--- config.mk ---
export PLATFORM = sky130hd
export DESIGN_NAME = scsl_core
export DESIGN_NICKNAME = d
export VERILOG_FILES = /design/src/include/scsl_pkg.sv /design/src/verilog/scsl_core.sv
export SDC_FILE = /design/constraint.sdc
export NUM_CORES = 1
export LEC_CHECK = 0
export BUFFER_PORTS_ARGS = -buffer_cell sky130_fd_sc_hd__buf_2
export CAP_MARGIN = 15
export CORE_AREA = 2 2 104 157
export CTS_BUF_LIST = sky130_fd_sc_hd__clkbuf_8 sky130_fd_sc_hd__clkbuf_16
export CTS_CLUSTER_SIZE = 20
export DETAILED_ROUTE_END_ITERATION = 10
export DIE_AREA = 0 0 106 159
export PLACE_DENSITY = 0.89
export SYNTH_ARGS = -nofsm -noshare
export SYNTH_HDL_FRONTEND = slang
export SYNTH_SLANG_ARGS = --single-unit
--- constraint.sdc ---
create_clock -name pclk -period 2.8 [get_ports pclk]
set_clock_uncertainty 0.05 [all_clocks]
set_input_delay 0.28 -clock pclk [delete_from_list [all_inputs] [get_ports pclk]]
set_output_delay 0.28 -clock pclk [all_outputs]
set_load 0.1 [all_outputs]
--- src/include/scsl_pkg.sv ---
package scsl_pkg;
   // register indices; byte address is four times the index
   localparam logic [15:0] SCSL_CMD_IDX = 16'h0401;
   localparam logic [15:0] SCSL_FLAG_IDX = 16'h0402;
   localparam logic [15:0] SCSL_STATE_IDX = 16'h0403;
   localparam logic [15:0] SCSL_STRIDE_IDX = 16'h0100;
   localparam int SCSL_SOCK_LSB = 8;
   localparam int SCSL_BASE_LSB = 10;
   // reset values
   localparam logic [7:0] SCSL_CMD_RST = 8'h00;
   localparam logic [7:0] SCSL_FLAG_RST = 8'h00;
   // command codes
   localparam logic [7:0] SCSL_CMD_NONE = 8'h00;
   localparam logic [7:0] SCSL_CMD_OPEN = 8'h01;
   localparam logic [7:0] SCSL_CMD_LISTEN = 8'h02;
   localparam logic [7:0] SCSL_CMD_DIAL = 8'h04;
   localparam logic [7:0] SCSL_TEARDOWN_CMD = 8'h08;
   localparam logic [7:0] SCSL_CMD_CLOSE = 8'h10;
   localparam logic [7:0] SCSL_CMD_SEND = 8'h20;
   localparam logic [7:0] SCSL_SEND_FIXED_HWADDR_CMD = 8'h21;
   localparam logic [7:0] SCSL_CMD_PROBE = 8'h22;
   localparam logic [7:0] SCSL_RECEIVE_DONE_CMD = 8'h40;
   // event flag bit positions
   localparam int SCSL_LINK_UP_FLAG = 0;
   localparam int SCSL_PEER_END_FLAG = 1;
   localparam int SCSL_RX_FLAG = 2;
   localparam int SCSL_TIMEOUT_FLAG = 3;
   localparam int SCSL_SENT_FLAG = 4;
   // protocol field settings
   localparam logic [3:0] SCSL_PROTO_TCP = 4'h1;
   localparam logic [3:0] SCSL_PROTO_DGRAM = 4'h2;
   localparam logic [3:0] SCSL_RAW_IP_MODE = 4'h3;
   localparam logic [3:0] SCSL_RAW_FRAME_MODE = 4'h4;
   localparam logic [3:0] SCSL_PROTO_PTP = 4'h5;

   typedef enum logic [7:0] {
      state_idle = 8'h00,
      state_tcp_ready = 8'h13,
      state_awaiting_peer = 8'h14,
      state_dialing = 8'h15,
      state_connected = 8'h17,
      state_closing_local = 8'h18,
      state_peer_ending = 8'h1C,
      state_datagram = 8'h22,
      state_raw_ip = 8'h32,
      state_raw_frame = 8'h42,
      state_ptp_over_ether = 8'h5F
   } scsl_state_t;

   // one-cycle pulses from the network engines of one socket
   typedef struct packed {
      logic peer_conn_req;
      logic dial_ok;
      logic dial_fail;
      logic peer_close_req;
      logic teardown_ok;
      logic teardown_fail;
      logic send_ok;
      logic send_timeout;
      logic rx_data;
      logic rx_left;
   } scsl_evt_t;

   // command handed to the engines of one socket
   typedef struct packed {
      logic go;
      logic [7:0] code;
   } scsl_job_t;
endpackage

--- src/verilog/scsl_core.sv ---
// Contract
// RQ1 - raw frame and ptp modes only on socket 0
// RQ2 - command register self-clears after execution
// RQ3 - open moves state per protocol setting
// RQ4 - listen: tcp ready to awaiting peer
// RQ5 - dial sends request; failure raises timeout
// RQ6 - teardown sends end request; failure raises timeout
// RQ7 - close goes straight to idle
// RQ8 - send transmits the advanced write pointer amount
// RQ9 - fixed-hwaddr send for datagram, no resolution
// RQ10 - probe sends one byte; failure raises timeout
// RQ11 - receive done releases data via read pointer
// RQ12 - flags clear only by writing one
// RQ13 - bit 4 set on send completion
// RQ14 - bit 3 set on timeout
// RQ15 - bit 2 on data and leftover data
// RQ16 - bit 1 on termination, bit 0 connect
// RQ17 - idle after close, timeout or end
// RQ18 - tcp ready after open in tcp mode
// RQ19 - awaiting peer goes connected on request
// RQ20 - tcp data only while connected; the code also allows send and receive done in peer ending
// RQ21 - peer ending until teardown or close
// RQ22 - open gives datagram, raw and ptp codes
// RQ23 - invalid commands ignored but still cleared
//
// Our own choice: the APB interface to the registers.
`timescale 1ns/1ps
module scsl_core #(
   parameter int SOCKETS = 4
) (
   input wire logic pclk,
   input wire logic presetn,
   input wire logic psel,
   input wire logic penable,
   input wire logic pwrite,
   input wire logic [31:0] paddr,
   input wire logic [31:0] pwdata,
   output logic [31:0] prdata,
   output logic pready,
   output logic pslverr,
   input wire logic [SOCKETS-1:0][3:0] socket_protocol_setting,
   input wire scsl_pkg::scsl_evt_t [SOCKETS-1:0] net_evt,
   output scsl_pkg::scsl_job_t [SOCKETS-1:0] job
);
   localparam int SW = $clog2(SOCKETS);

   // apb decode: no wait state, yet every answer comes from a flop
   wire setup = psel & ~penable;
   logic pready_r;
   logic pslverr_r;
   logic [31:0] prdata_r;
   wire wr_fire = psel & penable & pready_r & pwrite;
   wire [15:0] idx = paddr[17:2];
   wire [SW-1:0] idx_sock = idx[scsl_pkg::SCSL_SOCK_LSB +: SW];
   wire [7:0] idx_reg = idx[7:0];
   wire base_ok = (paddr[31:18] == 14'h0000) & (paddr[1:0] == 2'h0)
      & (idx[15:scsl_pkg::SCSL_BASE_LSB]
         == scsl_pkg::SCSL_CMD_IDX[15:scsl_pkg::SCSL_BASE_LSB])
      & ({1'b0, idx[scsl_pkg::SCSL_BASE_LSB-1:scsl_pkg::SCSL_SOCK_LSB]}
         < 3'(SOCKETS));
   wire is_cmd = idx_reg == scsl_pkg::SCSL_CMD_IDX[7:0];
   wire is_flag = idx_reg == scsl_pkg::SCSL_FLAG_IDX[7:0];
   wire is_state = idx_reg == scsl_pkg::SCSL_STATE_IDX[7:0];
   wire hit = base_ok & (is_cmd | is_flag | is_state);

   logic [SOCKETS-1:0][7:0] rd_cmd;
   logic [SOCKETS-1:0][7:0] rd_flags;
   logic [SOCKETS-1:0][7:0] rd_state;
   wire [7:0] rd_byte = is_cmd ? rd_cmd[idx_sock] :
      is_flag ? rd_flags[idx_sock] : rd_state[idx_sock];

   // bus answer flops; read data is captured in the setup cycle
   always_ff @(posedge pclk or negedge presetn) begin
      if (!presetn) begin
         pready_r <= 1'b0;
         pslverr_r <= 1'b0;
         prdata_r <= 32'h0000_0000;
      end else begin
         pready_r <= setup;
         pslverr_r <= setup & ~hit;
         if (setup & ~pwrite) begin
            prdata_r <= hit ? {24'h00_0000, rd_byte} : 32'h0000_0000;
         end
      end
   end
   assign pready = pready_r;
   assign pslverr = pslverr_r;
   assign prdata = prdata_r;

   genvar s;
   generate
      for (s = 0; s < SOCKETS; s++) begin : g_sock
         logic [7:0] cmd_r;
         logic [7:0] flags_r;
         logic [7:0] set_v;
         scsl_pkg::scsl_state_t st_r;
         scsl_pkg::scsl_state_t st_nxt;
         scsl_pkg::scsl_job_t job_r;
         scsl_pkg::scsl_job_t job_nxt;
         scsl_pkg::scsl_evt_t ev;
         logic [3:0] mode;

         assign ev = net_evt[s];
         assign mode = socket_protocol_setting[s];
         wire sel_s = wr_fire & hit & (idx_sock == SW'(s));
         wire cmd_wr = sel_s & is_cmd;
         wire [7:0] clr_v = (sel_s & is_flag) ? pwdata[7:0] : 8'h00;
         // extended modes exist on the first socket only
         wire ext_ok = (s == 0) &
            ((mode == scsl_pkg::SCSL_RAW_FRAME_MODE) |
             (mode == scsl_pkg::SCSL_PROTO_PTP)); // RQ1
         wire mode_ok = (mode == scsl_pkg::SCSL_PROTO_TCP) |
            (mode == scsl_pkg::SCSL_PROTO_DGRAM) |
            (mode == scsl_pkg::SCSL_RAW_IP_MODE) | ext_ok; // RQ1
         wire is_tcp = mode == scsl_pkg::SCSL_PROTO_TCP;
         wire tcp_live = (st_r == scsl_pkg::state_connected) |
            (st_r == scsl_pkg::state_peer_ending);
         // tcp data moves only once the connection is up
         wire can_xfer = (tcp_live & is_tcp) | // RQ20
            (st_r == scsl_pkg::state_datagram) |
            (st_r == scsl_pkg::state_raw_ip) |
            (st_r == scsl_pkg::state_raw_frame);

         // network events first, then a pending command overrides
         always_comb begin
            st_nxt = st_r;
            set_v = 8'h00;
            job_nxt = '0;
            unique case (st_r)
               scsl_pkg::state_awaiting_peer: begin
                  if (ev.peer_conn_req) begin
                     st_nxt = scsl_pkg::state_connected; // RQ19
                     set_v[scsl_pkg::SCSL_LINK_UP_FLAG] = 1'b1; // RQ16
                  end
               end
               scsl_pkg::state_dialing: begin
                  if (ev.dial_ok) begin
                     st_nxt = scsl_pkg::state_connected;
                     set_v[scsl_pkg::SCSL_LINK_UP_FLAG] = 1'b1; // RQ16
                  end else if (ev.dial_fail) begin
                     st_nxt = scsl_pkg::state_idle; // RQ17
                     set_v[scsl_pkg::SCSL_TIMEOUT_FLAG] = 1'b1; // RQ5
                  end
               end
               scsl_pkg::state_connected: begin
                  if (ev.peer_close_req) begin
                     st_nxt = scsl_pkg::state_peer_ending; // RQ21
                     set_v[scsl_pkg::SCSL_PEER_END_FLAG] = 1'b1; // RQ16
                  end
               end
               scsl_pkg::state_closing_local: begin
                  if (ev.teardown_ok) begin
                     st_nxt = scsl_pkg::state_idle; // RQ17
                     set_v[scsl_pkg::SCSL_PEER_END_FLAG] = 1'b1; // RQ16
                  end else if (ev.teardown_fail) begin
                     st_nxt = scsl_pkg::state_idle;
                     set_v[scsl_pkg::SCSL_TIMEOUT_FLAG] = 1'b1; // RQ6
                  end
               end
               default: ;
            endcase
            if (ev.send_ok) begin
               set_v[scsl_pkg::SCSL_SENT_FLAG] = 1'b1; // RQ13
            end
            if (ev.send_timeout) begin
               set_v[scsl_pkg::SCSL_TIMEOUT_FLAG] = 1'b1; // RQ14
               // a lost tcp link frees the socket
               if (tcp_live) begin
                  st_nxt = scsl_pkg::state_idle; // RQ17
               end
            end
            if (ev.rx_data | ev.rx_left) begin
               set_v[scsl_pkg::SCSL_RX_FLAG] = 1'b1; // RQ15
            end
            job_nxt.code = cmd_r;
            unique case (cmd_r)
               scsl_pkg::SCSL_CMD_OPEN: begin
                  job_nxt.go = mode_ok;
                  if (mode_ok) begin
                     unique case (mode)
                        scsl_pkg::SCSL_PROTO_TCP:
                           st_nxt = scsl_pkg::state_tcp_ready; // RQ18
                        scsl_pkg::SCSL_PROTO_DGRAM:
                           st_nxt = scsl_pkg::state_datagram; // RQ22
                        scsl_pkg::SCSL_RAW_IP_MODE:
                           st_nxt = scsl_pkg::state_raw_ip; // RQ22
                        scsl_pkg::SCSL_RAW_FRAME_MODE:
                           st_nxt = scsl_pkg::state_raw_frame; // RQ3
                        default:
                           st_nxt = scsl_pkg::state_ptp_over_ether;
                     endcase
                  end
               end
               scsl_pkg::SCSL_CMD_LISTEN: begin
                  if (is_tcp & (st_r == scsl_pkg::state_tcp_ready)) begin
                     st_nxt = scsl_pkg::state_awaiting_peer; // RQ4
                     job_nxt.go = 1'b1;
                  end
               end
               scsl_pkg::SCSL_CMD_DIAL: begin
                  if (is_tcp & (st_r == scsl_pkg::state_tcp_ready)) begin
                     st_nxt = scsl_pkg::state_dialing; // RQ5
                     job_nxt.go = 1'b1;
                  end
               end
               scsl_pkg::SCSL_TEARDOWN_CMD: begin
                  if (is_tcp & tcp_live) begin
                     st_nxt = scsl_pkg::state_closing_local; // RQ6
                     job_nxt.go = 1'b1;
                  end
               end
               scsl_pkg::SCSL_CMD_CLOSE: begin
                  // no exchange with the peer, engines just abort
                  st_nxt = scsl_pkg::state_idle; // RQ7
                  job_nxt.go = 1'b1;
               end
               scsl_pkg::SCSL_CMD_SEND: begin
                  // engine sends write minus read pointer bytes
                  job_nxt.go = can_xfer; // RQ8
               end
               scsl_pkg::SCSL_SEND_FIXED_HWADDR_CMD: begin
                  job_nxt.go = st_r == scsl_pkg::state_datagram; // RQ9
               end
               scsl_pkg::SCSL_CMD_PROBE: begin
                  job_nxt.go = is_tcp &
                     (st_r == scsl_pkg::state_connected); // RQ10
               end
               scsl_pkg::SCSL_RECEIVE_DONE_CMD: begin
                  job_nxt.go = can_xfer; // RQ11
               end
               default: ; // RQ23
            endcase
         end

         // a write to the command register wins over the self-clear
         always_ff @(posedge pclk or negedge presetn) begin
            if (!presetn) begin
               cmd_r <= scsl_pkg::SCSL_CMD_RST;
               flags_r <= scsl_pkg::SCSL_FLAG_RST;
               st_r <= scsl_pkg::state_idle;
               job_r <= '0;
            end else begin
               cmd_r <= cmd_wr ? pwdata[7:0] : scsl_pkg::SCSL_CMD_NONE; // RQ2
               flags_r <= (flags_r & ~clr_v) | set_v; // RQ12
               st_r <= st_nxt;
               job_r <= job_nxt;
            end
         end

         assign rd_cmd[s] = cmd_r;
         assign rd_flags[s] = flags_r;
         assign rd_state[s] = st_r;
         assign job[s] = job_r;
      end
   endgenerate
endmodule // scsl_core

==> run_results.csv <==
group,metric,value,unit
job,cap_violations,0,
critical_path,slowest_delay,0.55,ns
die,coreArea,15500,um2
synthesis,yosysSeqAreaShare,0.424,
global_routing,grt_overflow,0,
sta,setup_viol_count_final,0,
synthesis,yosys.cell_count.top_type,"dfrtp_1",
cts,clock_path_buffers,2,
synthesis,async_flop_share,1.00,
power,internal_power,0.00382,W
drt,drt_iter0_drc,949,
synthesis,yosys_most_used_dff,"dfrtp_1",
synthesis,synthCells,859,
drt,drc_errors,0,
drt,post_drt_via_cell_ratio,6.41,
synthesis,synth-seq-cells,142,
worst_hold_path,hp-class,"primary input to flip-flop",
power,swShare,0.285,
drt,vias,7970,
synthesis,synth.area.top_cells,"dfrtp_1 42%, mux4_2 6.2%, nand2_1 3.3%",
drt,wl,25300,um
die,initial_core_util,0.541,
die,die_x,106,um
power,seqPwrFrac,0.409,
synthesis,synth_area_per_cell,9.75,um2
critical_path,cp.required,3.05,ns
global_routing,antenna_found_initial,2,
sta,rsz0062_at_grt,"no",
critical_path,arrival,2.86,ns
sta,hold_slack,0.0142,ns
die,die-area,16900,um2
outcome,status,"complete, no violations",
cts,htree_levels,4,
power,p_leak,4.59,nW
final_layout,fin_nets,1151,
critical_path,worstPathCellList,"dlygate4sd3_1 > buf_2 > nand4_1 > nor2_1 > and3b_1 > nand2_1 > a211o_1 > dlygate4sd3_1",
die,die_h,159,um
synthesis,yosys_warnings,0,
placement,gp_congestion,0.967,
synthesis,synth-edff-count,0,
global_routing,track_usage,0.298,
critical_path,path_buf_inv,3,
sta,slew_headroom,0.391,
drt,dr.pass1.iters,5,
power,p_per_area,528,nW/um2
critical_path,crit_path_end_kind,"flip-flop",
cts,clk_latency,0.42,ns
critical_path,critical_path_class,"primary input to flip-flop",
synthesis,ys_types,84,
final_layout,area_delta_synth_final,20.7,%
sta,finalCritPeriodShare,0.933,
die,io_pins,195,
cts,clock_sinks,142,
final_layout,final_util,0.653,
drt,wl_per_cell,20.3,um
critical_path,worst-path-max-fanout,8,
sta,hold_viol,0,
cts,clkSlewWorstSetupHoldPaths,0.06,ns
global_routing,grt_max_degree,69,
synthesis,synth_top_area_cell,"dfrtp_1",
die,rows,56,
global_routing,grt_pass1_wl,39200,um
sta,slew_violations,0,
cts,clockRootBuffer,"clkbuf_16",
synthesis,netlist.area_leader.share,0.424,
critical_path,crit_path_start_kind,"primary input",
sta,worst_slew_pin_slew,0.901,ns
sta,fmax,383,MHz
cts,tritoncts,"done",
placement,port_buffers,146,
critical_path,cpLargestDelayFamily,"buffers and inverters",
critical_path,crit_top_cell,"dlygate4sd3_1",
synthesis,syn_area,8380,um2
power,power.clock.fraction,0.451,
drt,postRouteAntennaNets,0,
synthesis,synthTopCellsByCount,"142 x dfrtp_1, 73 x nand2_1, 63 x nor2_1, 40 x o21ai_0, 37 x and2_1",
power,p_switching,0.00152,W
power,ir_drop,368,uV
global_routing,grt_pass1_vias,7667,
sta,setup_tns,0,ns
power,power_frac_comb,0.140,
critical_path,critPathSlowestCell,"dlygate4sd3_1",
final_layout,drive_gt1_frac,0.254,
sta,period_minus_slack,2.61,ns
cts,cts_buffers,17,
placement,hpwl,18200,um
## kinds of logic after synthesis
family	synth area share
flip-flops	0.424
AND/OR/NAND/NOR	0.261
buffers and inverters	0.0526
other	0.000448
XOR/XNOR	0.0125
AO/OA/AOI/OAI	0.162
multiplexers	0.0866
## layout make-up
class                           count  area (um2)
Antenna cell                        2        5.00
Clock buffer                       19         453
Clock inverter                     13         175
Fill cell                        1143        5370
Inverter                           21        78.8
Multi-Input combinational cell    654        4480
Sequential cell                   142        3550
Tap cell                          203         254
Timing Repair Buffer              190        1110
## flip-flops by register name, indices dropped and copies added (netlist names)
register / cells
pready: 1
g_sock.cmd_r: 32
prdata: 8
job: 36
g_sock.st_r: 32
g_sock.flags_r: 32
pslverr: 1
## metal layers
| metal | GRT usage | vias up | wire length (um) |
|---|---|---|---|
| met3 | 0.0409 | 123 | 1930 |
| met1 | 0.352 | 3801 | 9020 |
| met2 | 0.511 | 560 | 12900 |
| met5 | 0 | - | 0 |
| met4 | 0.179 | 0 | 1490 |
| li1 | - | 3486 | - |
## worst paths after layout
kind / startpoint / to / slack, ns / depth (start not counted)
max: penable / g_sock[2].flags_r[2] / 0.19 / 8
min: net_evt[23] / g_sock[2].flags_r[4] / 0.01 / 2
max reg2reg: g_sock[2].cmd_r[3] / g_sock[2].st_r[7] / 0.20 / 6
min reg2reg: g_sock[2].flags_r[4] / g_sock[2].flags_r[4] / 0.44 / 1
max in group asynchronous: presetn / job[16] / 1.62 / 3
min in group asynchronous: presetn / g_sock[2].st_r[3] / 0.38 / 2
## power by group through the flow
| stage | clock, W | combinational (W) | sequential [W] |
|---|---|---|---|
| 2_1_floorplan | 0 | 0.000525 | 0.00218 |
| 3_3_place_gp | 0 | 0.000702 | 0.00221 |
| 3_5_place_dp | 0 | 0.000717 | 0.00222 |
| 4_1_cts | 0.00241 | 0.000732 | 0.00218 |
| 5_1_grt | 0.00250 | 0.000792 | 0.00219 |
| 6_report | 0.00241 | 0.000748 | 0.00219 |
## cells in the final DEF, fill, tap and decap left out, drive strengths merged, types with 25 or more instances in the layout
cell type    n
dfrtp      142
nand3       26
nand2       73
nor2        66
buf        178
nor2b       25
o21ai       40
and2        37
nor3        27
a21oi       33
inv         27
## repair_timing
item | 4_1_cts | 5_1_grt
hold buffers | 12 | 0
hold endpoints to repair | 72 | 0
buffers inserted | 0 | 3
gates resized for setup | 0 | 2
setup endpoints to repair | 0 | 4
## metrics by stage
step                power [W]  setup WS, ns  cells  instance area (um2)
finish                0.00534         0.189   1244                10100
detailed placement    0.00293         0.218   1195                 9320
floorplan             0.00271         0.387    882                 8460
CTS                   0.00532        0.0535   1239                10100
global route          0.00548        0.0888   1244                10100
global placement      0.00291         0.299   1195                 9320
Power figures use the tool's default switching activity.
